### src/common/rtc_pkg.sv
// shared constants, register map and types of the i2c calendar clock
// How it works
// - the target serves fast mode bus rates up to 400 kHz, no faster.
// - timekeeping registers stay frozen while a bus transfer is in progress.
// - a second falling due during the freeze is applied once the transfer ends.
// - day count rolls over by month length, february included, without help.
// - any year divisible by four is a leap year, no century exception.
// - a periodic interrupt fires every thirty or every sixty seconds.
// - register three holds one free scratch byte that timekeeping ignores.
// - the fast test bit in control register zero accelerates the counters.
// - target answers address byte a2 for writes and a3 for reads.
// - first written data byte loads the pointer; zero is control, four seconds.
// - reads follow pointer write, repeated start; seconds through year come out.
// - bit seven of seconds is the clock integrity flag; zero means reliable.
// - time and date fields are packed bcd, december being 12 hex.
// - writing 03 hex to control zero sets 12 hour mode and capacitor option.
// - in 12 hour mode a pm bit sits above the bcd hour, 23 is 3 pm.
// - the clock runs on without any restart or reset from the host.
// - offset register two trims one second every two hours or four minutes.
package rtc_pkg;
  // ==========================================================================
  // timing
  localparam int unsigned SYS_CLK_HZ    = 125_000_000;
  localparam int unsigned BUS_MAX_HZ    = 400_000;
  localparam int unsigned SCL_HALF_CYC  = SYS_CLK_HZ / (2 * BUS_MAX_HZ);
  localparam int unsigned SEC_TIME_S    = 1;
  localparam int unsigned SEC_CYC       = SYS_CLK_HZ * SEC_TIME_S;
  localparam int unsigned FAST_CYC      = 1024;
  localparam int unsigned CORR_STEP_CYC = 125;
  localparam int unsigned CORR_MODE0_S  = 7200;
  localparam int unsigned CORR_MODE1_S  = 240;
  // ==========================================================================
  // bus address and register map
  localparam logic [6:0] DEV_ADDR  = 7'h51;
  localparam logic [7:0] A_CTRL1   = 8'h00;
  localparam logic [7:0] A_CTRL2   = 8'h01;
  localparam logic [7:0] A_OFFSET  = 8'h02;
  localparam logic [7:0] A_SCRATCH = 8'h03;
  localparam logic [7:0] A_SEC     = 8'h04;
  localparam logic [7:0] A_MIN     = 8'h05;
  localparam logic [7:0] A_HOUR    = 8'h06;
  localparam logic [7:0] A_DAY     = 8'h07;
  localparam logic [7:0] A_WDAY    = 8'h08;
  localparam logic [7:0] A_MON     = 8'h09;
  localparam logic [7:0] A_YEAR    = 8'h0a;
  // ==========================================================================
  // field positions
  localparam int CTRL1_CAP  = 0;
  localparam int CTRL1_12H  = 1;
  localparam int CTRL1_TEST = 5;
  localparam int CTRL2_HALF = 4;
  localparam int CTRL2_MIN  = 5;
  localparam int OFS_MODE   = 7;
  localparam int SEC_FLAG   = 7;
  localparam int HOUR_PM    = 5;
  // ==========================================================================
  // values after reset
  localparam logic [7:0] RST_ZERO = 8'h00;
  localparam logic [7:0] RST_SEC  = 8'h80;
  localparam logic [7:0] RST_ONE  = 8'h01;
  typedef enum logic [2:0] {
    B_IDLE, B_ADDR, B_ACK, B_WDATA, B_RDATA, B_RACK
  } bus_state_t;
endpackage

### src/verilog/bit_sync.sv
// two-flop synchroniser for pins from outside the clock domain
`timescale 1ns/1ps
module bit_sync #(
  parameter int unsigned W = 1
) (
  // clock and reset
  input  wire logic         sys_clk_i,
  input  wire logic         nrst_i,
  // pin in, synchronised level out
  input  wire logic [W-1:0] d_i,
  output logic      [W-1:0] q_o
);
  logic [W-1:0] meta_r;
  // idle bus level is high, so reset to ones
  always_ff @(posedge sys_clk_i or negedge nrst_i) begin
    if (!nrst_i) begin
      meta_r <= '1;
      q_o    <= '1;
    end else begin
      meta_r <= d_i;
      q_o    <= meta_r;
    end
  end
  if (W < 1) begin : g_chk
    $error("bit_sync width must be at least one");
  end
endmodule // bit_sync

### src/verilog/bcd_step.sv
// one packed bcd counter step with programmable bounds
`timescale 1ns/1ps
module bcd_step (
  // current value and bounds
  input  wire logic [7:0] val_i,
  input  wire logic [7:0] max_i,
  input  wire logic [7:0] min_i,
  // next value and roll-over
  output logic      [7:0] nxt_o,
  output logic            wrap_o
);
  // bcd orders like binary, so one compare finds the top
  always_comb begin
    wrap_o = (val_i >= max_i);
    if (wrap_o) begin
      nxt_o = min_i;
    end else if (val_i[3:0] >= 4'h9) begin
      nxt_o = {val_i[7:4] + 4'h1, 4'h0};
    end else begin
      nxt_o = val_i + 8'h01;
    end
  end
endmodule // bcd_step

### src/verilog/i2c_calendar_clock.sv
// i2c calendar clock: bus target, registers, time base and calendar
`timescale 1ns/1ps
module i2c_calendar_clock #(
  parameter int unsigned SEC_CYCLES  = rtc_pkg::SEC_CYC,
  parameter int unsigned FAST_CYCLES = rtc_pkg::FAST_CYC,
  parameter int unsigned CORR_STEP   = rtc_pkg::CORR_STEP_CYC
) (
  // clock and reset
  input  wire logic sys_clk_i,
  input  wire logic nrst_i,
  // i2c pins, open drain
  input  wire logic scl_i,
  input  wire logic sda_i,
  output logic      sda_o,
  output logic      sda_oe_n_o,
  // periodic interrupt
  output logic      int_n_o
);
  // ==========================================================================
  // elaboration checks
  if (rtc_pkg::SCL_HALF_CYC < 4) begin : g_bus_chk
    $error("system clock too slow for the bus rate");
  end
  if (FAST_CYCLES < 4 || SEC_CYCLES <= 64 * CORR_STEP + FAST_CYCLES) begin : g_cnt_chk
    $error("second length parameters out of range");
  end

  // ==========================================================================
  // declarations
  rtc_pkg::bus_state_t st_r;
  logic       scl_s;
  logic       sda_s;
  logic       scl_d_r;
  logic       sda_d_r;
  logic       scl_rise;
  logic       scl_fall;
  logic       start;
  logic       stop;
  logic [7:0] sh_r;
  logic [3:0] bit_r;
  logic       rw_r;
  logic       first_r;
  logic       nack_r;
  logic [7:0] ptr_r;
  logic [7:0] ptr_inc;
  logic [7:0] rd_byte;
  logic       wr_stb;
  logic       busy_r;
  logic       pend_r;
  logic       tick;
  logic       apply;
  logic       sec_wr;
  logic [7:0] ctrl1_r;
  logic [7:0] ctrl2_r;
  logic [7:0] offset_r;
  logic [7:0] scratch_r;
  logic [7:0] sec_r;
  logic [7:0] min_r;
  logic [7:0] hour_r;
  logic [7:0] day_r;
  logic [7:0] wday_r;
  logic [7:0] mon_r;
  logic [7:0] year_r;
  logic [31:0] div_r;
  logic [31:0] last_cnt;
  logic signed [31:0] adj;
  logic [12:0] csec_r;
  logic [12:0] csec_last;
  logic       adj_r;

  // ==========================================================================
  // pin sampling and bus conditions
  bit_sync #(.W(1)) u_scl_sync (
    .sys_clk_i (sys_clk_i),
    .nrst_i    (nrst_i),
    .d_i       (scl_i),
    .q_o       (scl_s)
  );
  bit_sync #(.W(1)) u_sda_sync (
    .sys_clk_i (sys_clk_i),
    .nrst_i    (nrst_i),
    .d_i       (sda_i),
    .q_o       (sda_s)
  );

  always_ff @(posedge sys_clk_i or negedge nrst_i) begin
    if (!nrst_i) begin
      scl_d_r <= 1'b1;
      sda_d_r <= 1'b1;
    end else begin
      scl_d_r <= scl_s;
      sda_d_r <= sda_s;
    end
  end

  // 125 MHz gives over 150 samples per half period at 400 kHz
  assign scl_rise = scl_s & ~scl_d_r;
  assign scl_fall = ~scl_s & scl_d_r;
  assign start    = scl_s & scl_d_r & sda_d_r & ~sda_s;
  assign stop     = scl_s & scl_d_r & ~sda_d_r & sda_s;

  // ==========================================================================
  // pointer and read data
  assign ptr_inc = (ptr_r >= rtc_pkg::A_YEAR) ? 8'h00 : ptr_r + 8'h01;

  always_comb begin
    unique case (ptr_r)
      rtc_pkg::A_CTRL1:   rd_byte = ctrl1_r;
      rtc_pkg::A_CTRL2:   rd_byte = ctrl2_r;
      rtc_pkg::A_OFFSET:  rd_byte = offset_r;
      rtc_pkg::A_SCRATCH: rd_byte = scratch_r;
      rtc_pkg::A_SEC:     rd_byte = sec_r;
      rtc_pkg::A_MIN:     rd_byte = min_r;
      rtc_pkg::A_HOUR:    rd_byte = hour_r;
      rtc_pkg::A_DAY:     rd_byte = day_r;
      rtc_pkg::A_WDAY:    rd_byte = wday_r;
      rtc_pkg::A_MON:     rd_byte = mon_r;
      rtc_pkg::A_YEAR:    rd_byte = year_r;
      default:            rd_byte = 8'h00;
    endcase
  end

  assign wr_stb = scl_fall & (st_r == rtc_pkg::B_WDATA) & (bit_r == 4'h8) & ~first_r;
  assign sec_wr = wr_stb & (ptr_r == rtc_pkg::A_SEC);

  // ==========================================================================
  // bus target engine
  always_ff @(posedge sys_clk_i or negedge nrst_i) begin
    if (!nrst_i) begin
      st_r       <= rtc_pkg::B_IDLE;
      sh_r       <= 8'h00;
      bit_r      <= 4'h0;
      rw_r       <= 1'b0;
      first_r    <= 1'b0;
      nack_r     <= 1'b0;
      ptr_r      <= 8'h00;
      sda_oe_n_o <= 1'b1;
    end else if (start) begin
      st_r       <= rtc_pkg::B_ADDR;
      bit_r      <= 4'h0;
      sda_oe_n_o <= 1'b1;
    end else if (stop) begin
      st_r       <= rtc_pkg::B_IDLE;
      sda_oe_n_o <= 1'b1;
    end else if (scl_rise) begin
      if (st_r == rtc_pkg::B_ADDR || st_r == rtc_pkg::B_WDATA) begin
        sh_r  <= {sh_r[6:0], sda_s};
        bit_r <= bit_r + 4'h1;
      end else if (st_r == rtc_pkg::B_RDATA) begin
        bit_r <= bit_r + 4'h1;
      end else if (st_r == rtc_pkg::B_RACK) begin
        nack_r <= sda_s;
      end
    end else if (scl_fall) begin
      unique case (st_r)
        rtc_pkg::B_IDLE: begin
        end
        rtc_pkg::B_ADDR: begin
          if (bit_r == 4'h8) begin
            if (sh_r[7:1] == rtc_pkg::DEV_ADDR) begin
              st_r       <= rtc_pkg::B_ACK;
              rw_r       <= sh_r[0];
              first_r    <= ~sh_r[0];
              sda_oe_n_o <= 1'b0;
            end else begin
              st_r <= rtc_pkg::B_IDLE;
            end
          end
        end
        rtc_pkg::B_WDATA: begin
          if (bit_r == 4'h8) begin
            if (first_r) begin
              ptr_r <= sh_r;
            end else begin
              ptr_r <= ptr_inc;
            end
            first_r    <= 1'b0;
            st_r       <= rtc_pkg::B_ACK;
            sda_oe_n_o <= 1'b0;
          end
        end
        rtc_pkg::B_ACK: begin
          bit_r <= 4'h0;
          if (rw_r) begin
            st_r       <= rtc_pkg::B_RDATA;
            sh_r       <= rd_byte;
            sda_oe_n_o <= rd_byte[7];
          end else begin
            st_r       <= rtc_pkg::B_WDATA;
            sda_oe_n_o <= 1'b1;
          end
        end
        rtc_pkg::B_RDATA: begin
          if (bit_r == 4'h8) begin
            st_r       <= rtc_pkg::B_RACK;
            ptr_r      <= ptr_inc;
            sda_oe_n_o <= 1'b1;
          end else begin
            sh_r       <= {sh_r[6:0], 1'b0};
            sda_oe_n_o <= sh_r[6];
          end
        end
        rtc_pkg::B_RACK: begin
          if (nack_r) begin
            st_r <= rtc_pkg::B_IDLE;
          end else begin
            st_r       <= rtc_pkg::B_RDATA;
            bit_r      <= 4'h0;
            sh_r       <= rd_byte;
            sda_oe_n_o <= rd_byte[7];
          end
        end
      endcase
    end
  end

  // the pin only ever pulls low; the enable does the signalling
  always_ff @(posedge sys_clk_i or negedge nrst_i) begin
    if (!nrst_i) begin
      sda_o <= 1'b0;
    end else begin
      sda_o <= 1'b0;
    end
  end

  // ==========================================================================
  // freeze and pending second
  always_ff @(posedge sys_clk_i or negedge nrst_i) begin
    if (!nrst_i) begin
      busy_r <= 1'b0;
    end else if (start) begin
      busy_r <= 1'b1;
    end else if (stop) begin
      busy_r <= 1'b0;
    end
  end

  // a single flag: a second access longer than one second loses ticks
  always_ff @(posedge sys_clk_i or negedge nrst_i) begin
    if (!nrst_i) begin
      pend_r <= 1'b0;
    end else if (tick && busy_r) begin
      pend_r <= 1'b1;
    end else if (apply || sec_wr) begin
      pend_r <= 1'b0;
    end
  end

  assign apply = ~busy_r & (tick | pend_r);

  // ==========================================================================
  // time base with offset trim and fast test
  always_comb begin
    adj = 32'sd0;
    if (adj_r) begin
      adj = $signed({{25{offset_r[6]}}, offset_r[6:0]}) * $signed(CORR_STEP);
    end
    if (ctrl1_r[rtc_pkg::CTRL1_TEST]) begin
      last_cnt = FAST_CYCLES - 1;
    end else begin
      last_cnt = 32'($signed(SEC_CYCLES) - adj - 32'sd1);
    end
  end

  assign tick      = (div_r >= last_cnt);
  assign csec_last = offset_r[rtc_pkg::OFS_MODE] ? 13'(rtc_pkg::CORR_MODE1_S - 1)
                                                 : 13'(rtc_pkg::CORR_MODE0_S - 1);

  // free running divider, restarted only by a seconds write
  always_ff @(posedge sys_clk_i or negedge nrst_i) begin
    if (!nrst_i) begin
      div_r <= 32'h0000_0000;
    end else if (sec_wr || tick) begin
      div_r <= 32'h0000_0000;
    end else begin
      div_r <= div_r + 32'h0000_0001;
    end
  end

  always_ff @(posedge sys_clk_i or negedge nrst_i) begin
    if (!nrst_i) begin
      csec_r <= 13'h0000;
      adj_r  <= 1'b0;
    end else if (tick) begin
      adj_r  <= (csec_r >= csec_last);
      csec_r <= (csec_r >= csec_last) ? 13'h0000 : csec_r + 13'h0001;
    end
  end

  // ==========================================================================
  // control and scratch registers
  always_ff @(posedge sys_clk_i or negedge nrst_i) begin
    if (!nrst_i) begin
      ctrl1_r   <= rtc_pkg::RST_ZERO;
      ctrl2_r   <= rtc_pkg::RST_ZERO;
      offset_r  <= rtc_pkg::RST_ZERO;
      scratch_r <= rtc_pkg::RST_ZERO;
    end else if (wr_stb) begin
      if (ptr_r == rtc_pkg::A_CTRL1) ctrl1_r <= sh_r;
      if (ptr_r == rtc_pkg::A_CTRL2) ctrl2_r <= sh_r;
      if (ptr_r == rtc_pkg::A_OFFSET) offset_r <= sh_r;
      if (ptr_r == rtc_pkg::A_SCRATCH) scratch_r <= sh_r;
    end
  end

  // ==========================================================================
  // calendar
  logic [7:0] s_n, m_n, h_n, d_n, w_n, mo_n, y_n;
  logic       s_w, m_w, h_w, d_w, w_w, mo_w, y_w;
  logic       mode12, leap, h11, day_c, mon_c, yr_c;
  logic [7:0] mdays;
  logic [7:0] floor_zero;
  logic [7:0] floor_one;

  // shared lower bounds of the counting fields
  assign floor_zero = 8'h00;
  assign floor_one  = 8'h01;

  assign mode12 = ctrl1_r[rtc_pkg::CTRL1_12H];
  assign h11    = (hour_r[4:0] == 5'h11);
  assign leap   = year_r[4] ? (year_r[3:0] == 4'h2 || year_r[3:0] == 4'h6)
                            : (year_r[3:0] == 4'h0 || year_r[3:0] == 4'h4 ||
                               year_r[3:0] == 4'h8);

  always_comb begin
    unique case (mon_r)
      8'h02:                      mdays = leap ? 8'h29 : 8'h28;
      8'h04, 8'h06, 8'h09, 8'h11: mdays = 8'h30;
      default:                    mdays = 8'h31;
    endcase
  end

  bcd_step u_sec (.val_i({1'b0, sec_r[6:0]}), .max_i(8'h59), .min_i(floor_zero),
                  .nxt_o(s_n), .wrap_o(s_w));
  bcd_step u_min (.val_i(min_r), .max_i(8'h59), .min_i(floor_zero),
                  .nxt_o(m_n), .wrap_o(m_w));
  bcd_step u_hour (.val_i(mode12 ? {3'b000, hour_r[4:0]} : hour_r),
                   .max_i(mode12 ? 8'h12 : 8'h23), .min_i(mode12 ? 8'h01 : 8'h00),
                   .nxt_o(h_n), .wrap_o(h_w));
  bcd_step u_day (.val_i(day_r), .max_i(mdays), .min_i(floor_one),
                  .nxt_o(d_n), .wrap_o(d_w));
  bcd_step u_wday (.val_i(wday_r), .max_i(8'h06), .min_i(floor_zero),
                   .nxt_o(w_n), .wrap_o(w_w));
  bcd_step u_mon (.val_i(mon_r), .max_i(8'h12), .min_i(floor_one),
                  .nxt_o(mo_n), .wrap_o(mo_w));
  bcd_step u_year (.val_i(year_r), .max_i(8'h99), .min_i(floor_zero),
                   .nxt_o(y_n), .wrap_o(y_w));

  // 11 pm to 12 am closes the day in 12 hour mode
  assign day_c = s_w & m_w & (mode12 ? (h11 & hour_r[rtc_pkg::HOUR_PM]) : h_w);
  assign mon_c = day_c & d_w;
  assign yr_c  = mon_c & mo_w;

  // increments and host writes never coincide: writes only happen while busy
  always_ff @(posedge sys_clk_i or negedge nrst_i) begin
    if (!nrst_i) begin
      sec_r  <= rtc_pkg::RST_SEC;
      min_r  <= rtc_pkg::RST_ZERO;
      hour_r <= rtc_pkg::RST_ZERO;
      day_r  <= rtc_pkg::RST_ONE;
      wday_r <= rtc_pkg::RST_ZERO;
      mon_r  <= rtc_pkg::RST_ONE;
      year_r <= rtc_pkg::RST_ZERO;
    end else if (apply) begin
      sec_r <= {sec_r[rtc_pkg::SEC_FLAG], s_n[6:0]};
      if (s_w) min_r <= m_n;
      if (s_w && m_w) begin
        if (mode12) begin
          hour_r <= {2'b00, hour_r[rtc_pkg::HOUR_PM] ^ h11, h_n[4:0]};
        end else begin
          hour_r <= h_n;
        end
      end
      if (day_c) begin
        day_r  <= d_n;
        wday_r <= w_n;
      end
      if (mon_c) mon_r <= mo_n;
      if (yr_c) year_r <= y_n;
    end else if (wr_stb) begin
      if (ptr_r == rtc_pkg::A_SEC) sec_r <= sh_r;
      if (ptr_r == rtc_pkg::A_MIN) min_r <= {1'b0, sh_r[6:0]};
      if (ptr_r == rtc_pkg::A_HOUR) hour_r <= {2'b00, sh_r[5:0]};
      if (ptr_r == rtc_pkg::A_DAY) day_r <= {2'b00, sh_r[5:0]};
      if (ptr_r == rtc_pkg::A_WDAY) wday_r <= {5'h00, sh_r[2:0]};
      if (ptr_r == rtc_pkg::A_MON) mon_r <= {3'h0, sh_r[4:0]};
      if (ptr_r == rtc_pkg::A_YEAR) year_r <= sh_r;
    end
  end

  // ==========================================================================
  // periodic interrupt, low for one second
  logic int_hit;
  assign int_hit = (ctrl2_r[rtc_pkg::CTRL2_MIN] & s_w) |
                   (ctrl2_r[rtc_pkg::CTRL2_HALF] & (s_w | (sec_r[6:0] == 7'h29)));

  always_ff @(posedge sys_clk_i or negedge nrst_i) begin
    if (!nrst_i) begin
      int_n_o <= 1'b1;
    end else if (apply) begin
      int_n_o <= ~int_hit;
    end
  end
endmodule // i2c_calendar_clock

### config.mk
export PLATFORM = sky130hd
export DESIGN_NAME = i2c_calendar_clock
export DESIGN_NICKNAME = d
export VERILOG_FILES = /design/src/common/rtc_pkg.sv /design/src/verilog/bit_sync.sv /design/src/verilog/bcd_step.sv /design/src/verilog/i2c_calendar_clock.sv
export SDC_FILE = /design/constraint.sdc
export NUM_CORES = 1
export LEC_CHECK = 0
export ABC_AREA = 1
export BUFFER_PORTS_ARGS = -buffer_cell sky130_fd_sc_hd__buf_2
export CAP_MARGIN = 40
export CORE_MARGIN = 3
export CORE_UTILIZATION = 43
export DETAILED_ROUTE_END_ITERATION = 8
export RECOVER_POWER = 100
export SYNTH_ARGS = -nofsm -noshare
export SYNTH_HDL_FRONTEND = slang
export SYNTH_HIERARCHICAL = 1
export SYNTH_SLANG_ARGS = --single-unit
### constraint.sdc
create_clock -name sys_clk_i -period 7.68 [get_ports sys_clk_i]
set_input_delay 1.92 -clock sys_clk_i [delete_from_list [all_inputs] [get_ports sys_clk_i]]
set_output_delay 1.92 -clock sys_clk_i [all_outputs]
set_load 0.01 [all_outputs]
==> flow_metrics.tcl <==
set metrics [dict create \
    first_pass_iters 5 \
    ir_worst_vdd_v 0.000132 \
    critPathCaptureType "flip-flop" \
    drtIter0Drc 933 \
    crit_top_cell "nand2_1" \
    routed_wl_mm 38.4 \
    required_ns 8.05 \
    tightest_slew_ns 3.26 \
    critPathKind "flip-flop to flip-flop" \
    ant_nets 0 \
    clk_pin_slew_ns 0.08 \
    start_util_pct 43.7 \
    coreArea_um2 35700 \
    row_count 69 \
    fin_tns_setup_ns 0 \
    cts-buffers-inserted 17 \
    period_needed_ns 6.98 \
    synth_warnings 6 \
    root_buffer "clkbuf_16" \
    critical_path_arrival_ns 7.36 \
    violations "max-capacitance violations, max-slew violations" \
    vias_per_cell 5.01 \
    drc 0 \
    io-pin-count 7 \
    startpoint_type "flip-flop" \
    power.total_uw 4270 \
    design_area_um2 16900 \
    finalHoldViolCount 0 \
    fmax_ghz 0.143 \
    grt-ovfl-total 0 \
    synth.avg_cell_area_um2 7.06 \
    rsz0062_at_grt "false" \
    grt_first_pass_wirelength_mm 65.4 \
    post_dp_cell_area_um2 16400 \
    post-route-period-util_pct 90.9 \
    via_count 13900 \
    grt_pass1_vias 13300 \
    drive_above_1_share_pct 6.38 \
    numPortBuffers 5 \
    hold_depth 0 \
    htreeDepth 4 \
    status "complete, but fails checks" \
    antenna_cells 0 \
    leakage_uw 0.00902 \
    final_cell_count_no_fill 2779 \
    final_nets 2487 \
    post_cts_buffers 0 \
    final_max_slew_viol_count 145 \
    power_per_cell_area_nw_per_um2 253 \
    antenna_found_initial 0 \
    die-area_um2 38500 \
    relSlewSlack_pct -118 \
    hold_path_class "flip-flop to flip-flop" \
    cts_tree "built" \
    final_util_pct 47.4 \
    grt_max_degree 71 \
    reg2reg_depth 30 \
    postSynthCellCount 2207 \
    setup_viol 0 \
    grt_usage_pct 20.3 \
    dieHeight_um 196 \
    finalClockSkew_ns 0.0171 \
    fp.dieW_um 196 \
    avgRoutedWirePerCell_um 13.8 \
    clockBufferDepth 2 \
    area_growth_syn_to_layout_pct 8.43 \
    clock_latency_ns 0.44 \
    critPathSlowestCell "fa_1" \
    place_hpwl_mm 29.3 \
    synthesis.area_um2 15600 \
    fillers 3605 \
    dp.cells 2748 \
    path_max_fanout 41 \
    drv_cap 3 \
    gp_congestion 0.879 \
    critical_path.max_stage_delay_ns 0.57 \
    clock_sinks 170 \
]
critical path: cells and delay by family (launching register included):
kind,cells,cell delay [ns]
buffers and inverters,3,0.34
AOI/OAI and AO/OA,6,0.72
adders and majority gates,7,2.79
and+or+nand+nor,14,2.53
DFF,1,0.47
final cells by class:
| class | instances | area [µm²] | share of cell area, % |
|---|---|---|---|
| multi-input combinational | 1811 | 10300 | 61.0 |
| sequential | 170 | 4270 | 25.3 |
| inverter | 297 | 1110 | 6.60 |
| tap | 461 | 577 | 3.42 |
| clock buffer | 18 | 429 | 2.54 |
| clock inverter | 13 | 131 | 0.778 |
| timing repair buffer | 9 | 61.3 | 0.363 |
per-stage QoR:
step	setup WS, ns	hold slack [ns]
after floorplan	2.05	0.345
final	0.696	0.403
after CTS	0.579	0.384
after detailed placement	0.609	0.381
after global routing	0.118	0.415
after global placement	0.786	0.378
worst paths after layout:
kind / start / endpoint / slack, ns
worst min-delay path: u_sda_sync/meta_r$_DFF_PN1_ / u_sda_sync/q_o$_DFF_PN1_ / 0.40
max in group asynchronous: nrst_i / ctrl2_r[4]$_DFFE_PN0P_ / 1.14
worst max-delay path: offset_r[2]$_DFFE_PN0P_ / sec_r[3]$_DFFE_PN0P_ / 0.70
worst min register to register: u_sda_sync/meta_r$_DFF_PN1_ / u_sda_sync/q_o$_DFF_PN1_ / 0.40
min in group asynchronous: nrst_i / csec_r[1]$_DFFE_PN0P_ / 2.18
worst max register to register: offset_r[2]$_DFFE_PN0P_ / sec_r[3]$_DFFE_PN0P_ / 0.70
layout by cell type, fill, tap and decap left out, types with 5 or more instances in the layout:
cell type	count
dfstp_1	7
inv_6	5
dfrtp_1	159
nand2_2	10
nand2_4	18
nand3b_1	28
nor2_1	131
a21oi_2	7
nor4_1	9
a211oi_1	8
nor3_1	31
nor2_2	22
o31ai_1	7
inv_1	290
xor2_1	10
ha_1	164
nand3_2	9
clkbuf_16	17
nor2_4	16
nand4_1	30
nand3_4	11
fa_1	13
nand3_1	239
a21oi_1	97
clkbuf_1	6
xnor2_1	13
nand2_1	669
conb_1	110
a21o_1	9
o21ai_0	85
a22o_1	10
o21bai_1	9
sequential cells by signal, indices dropped and copies added, names as in the netlist, 8 cells and up:
register / count
csec_r: 13
ctrl1_r: 8
ctrl2_r: 8
day_r: 8
div_r: 32
hour_r: 8
min_r: 8
mon_r: 8
offset_r: 8
ptr_r: 8
scratch_r: 8
sec_r: 8
sh_r: 8
wday_r: 8
year_r: 8
power by group:
group / internal, µW / switching, µW / leakage [µW]
logic: 755 / 1140 / 0.00660
clock network: 454 / 399 / 0.000264
registers: 1080 / 448 / 0.00215
total: 2280 / 1990 / 0.00902
timing repair:
item                                    in CTS  in global routing
hold buffers                                 0                  0
resized for setup                            0                  1
endpoints found under the setup margin       0                 18
per-layer routing:
metal	share of wire [%]	track usage (%)	wire (µm)
met5	0	0	0
met3	3.9	2.13	1500
met1	48	28.4	18500
met2	46	34.0	17800
met4	1.4	4.86	552
Power figures use the tool's default switching activity.
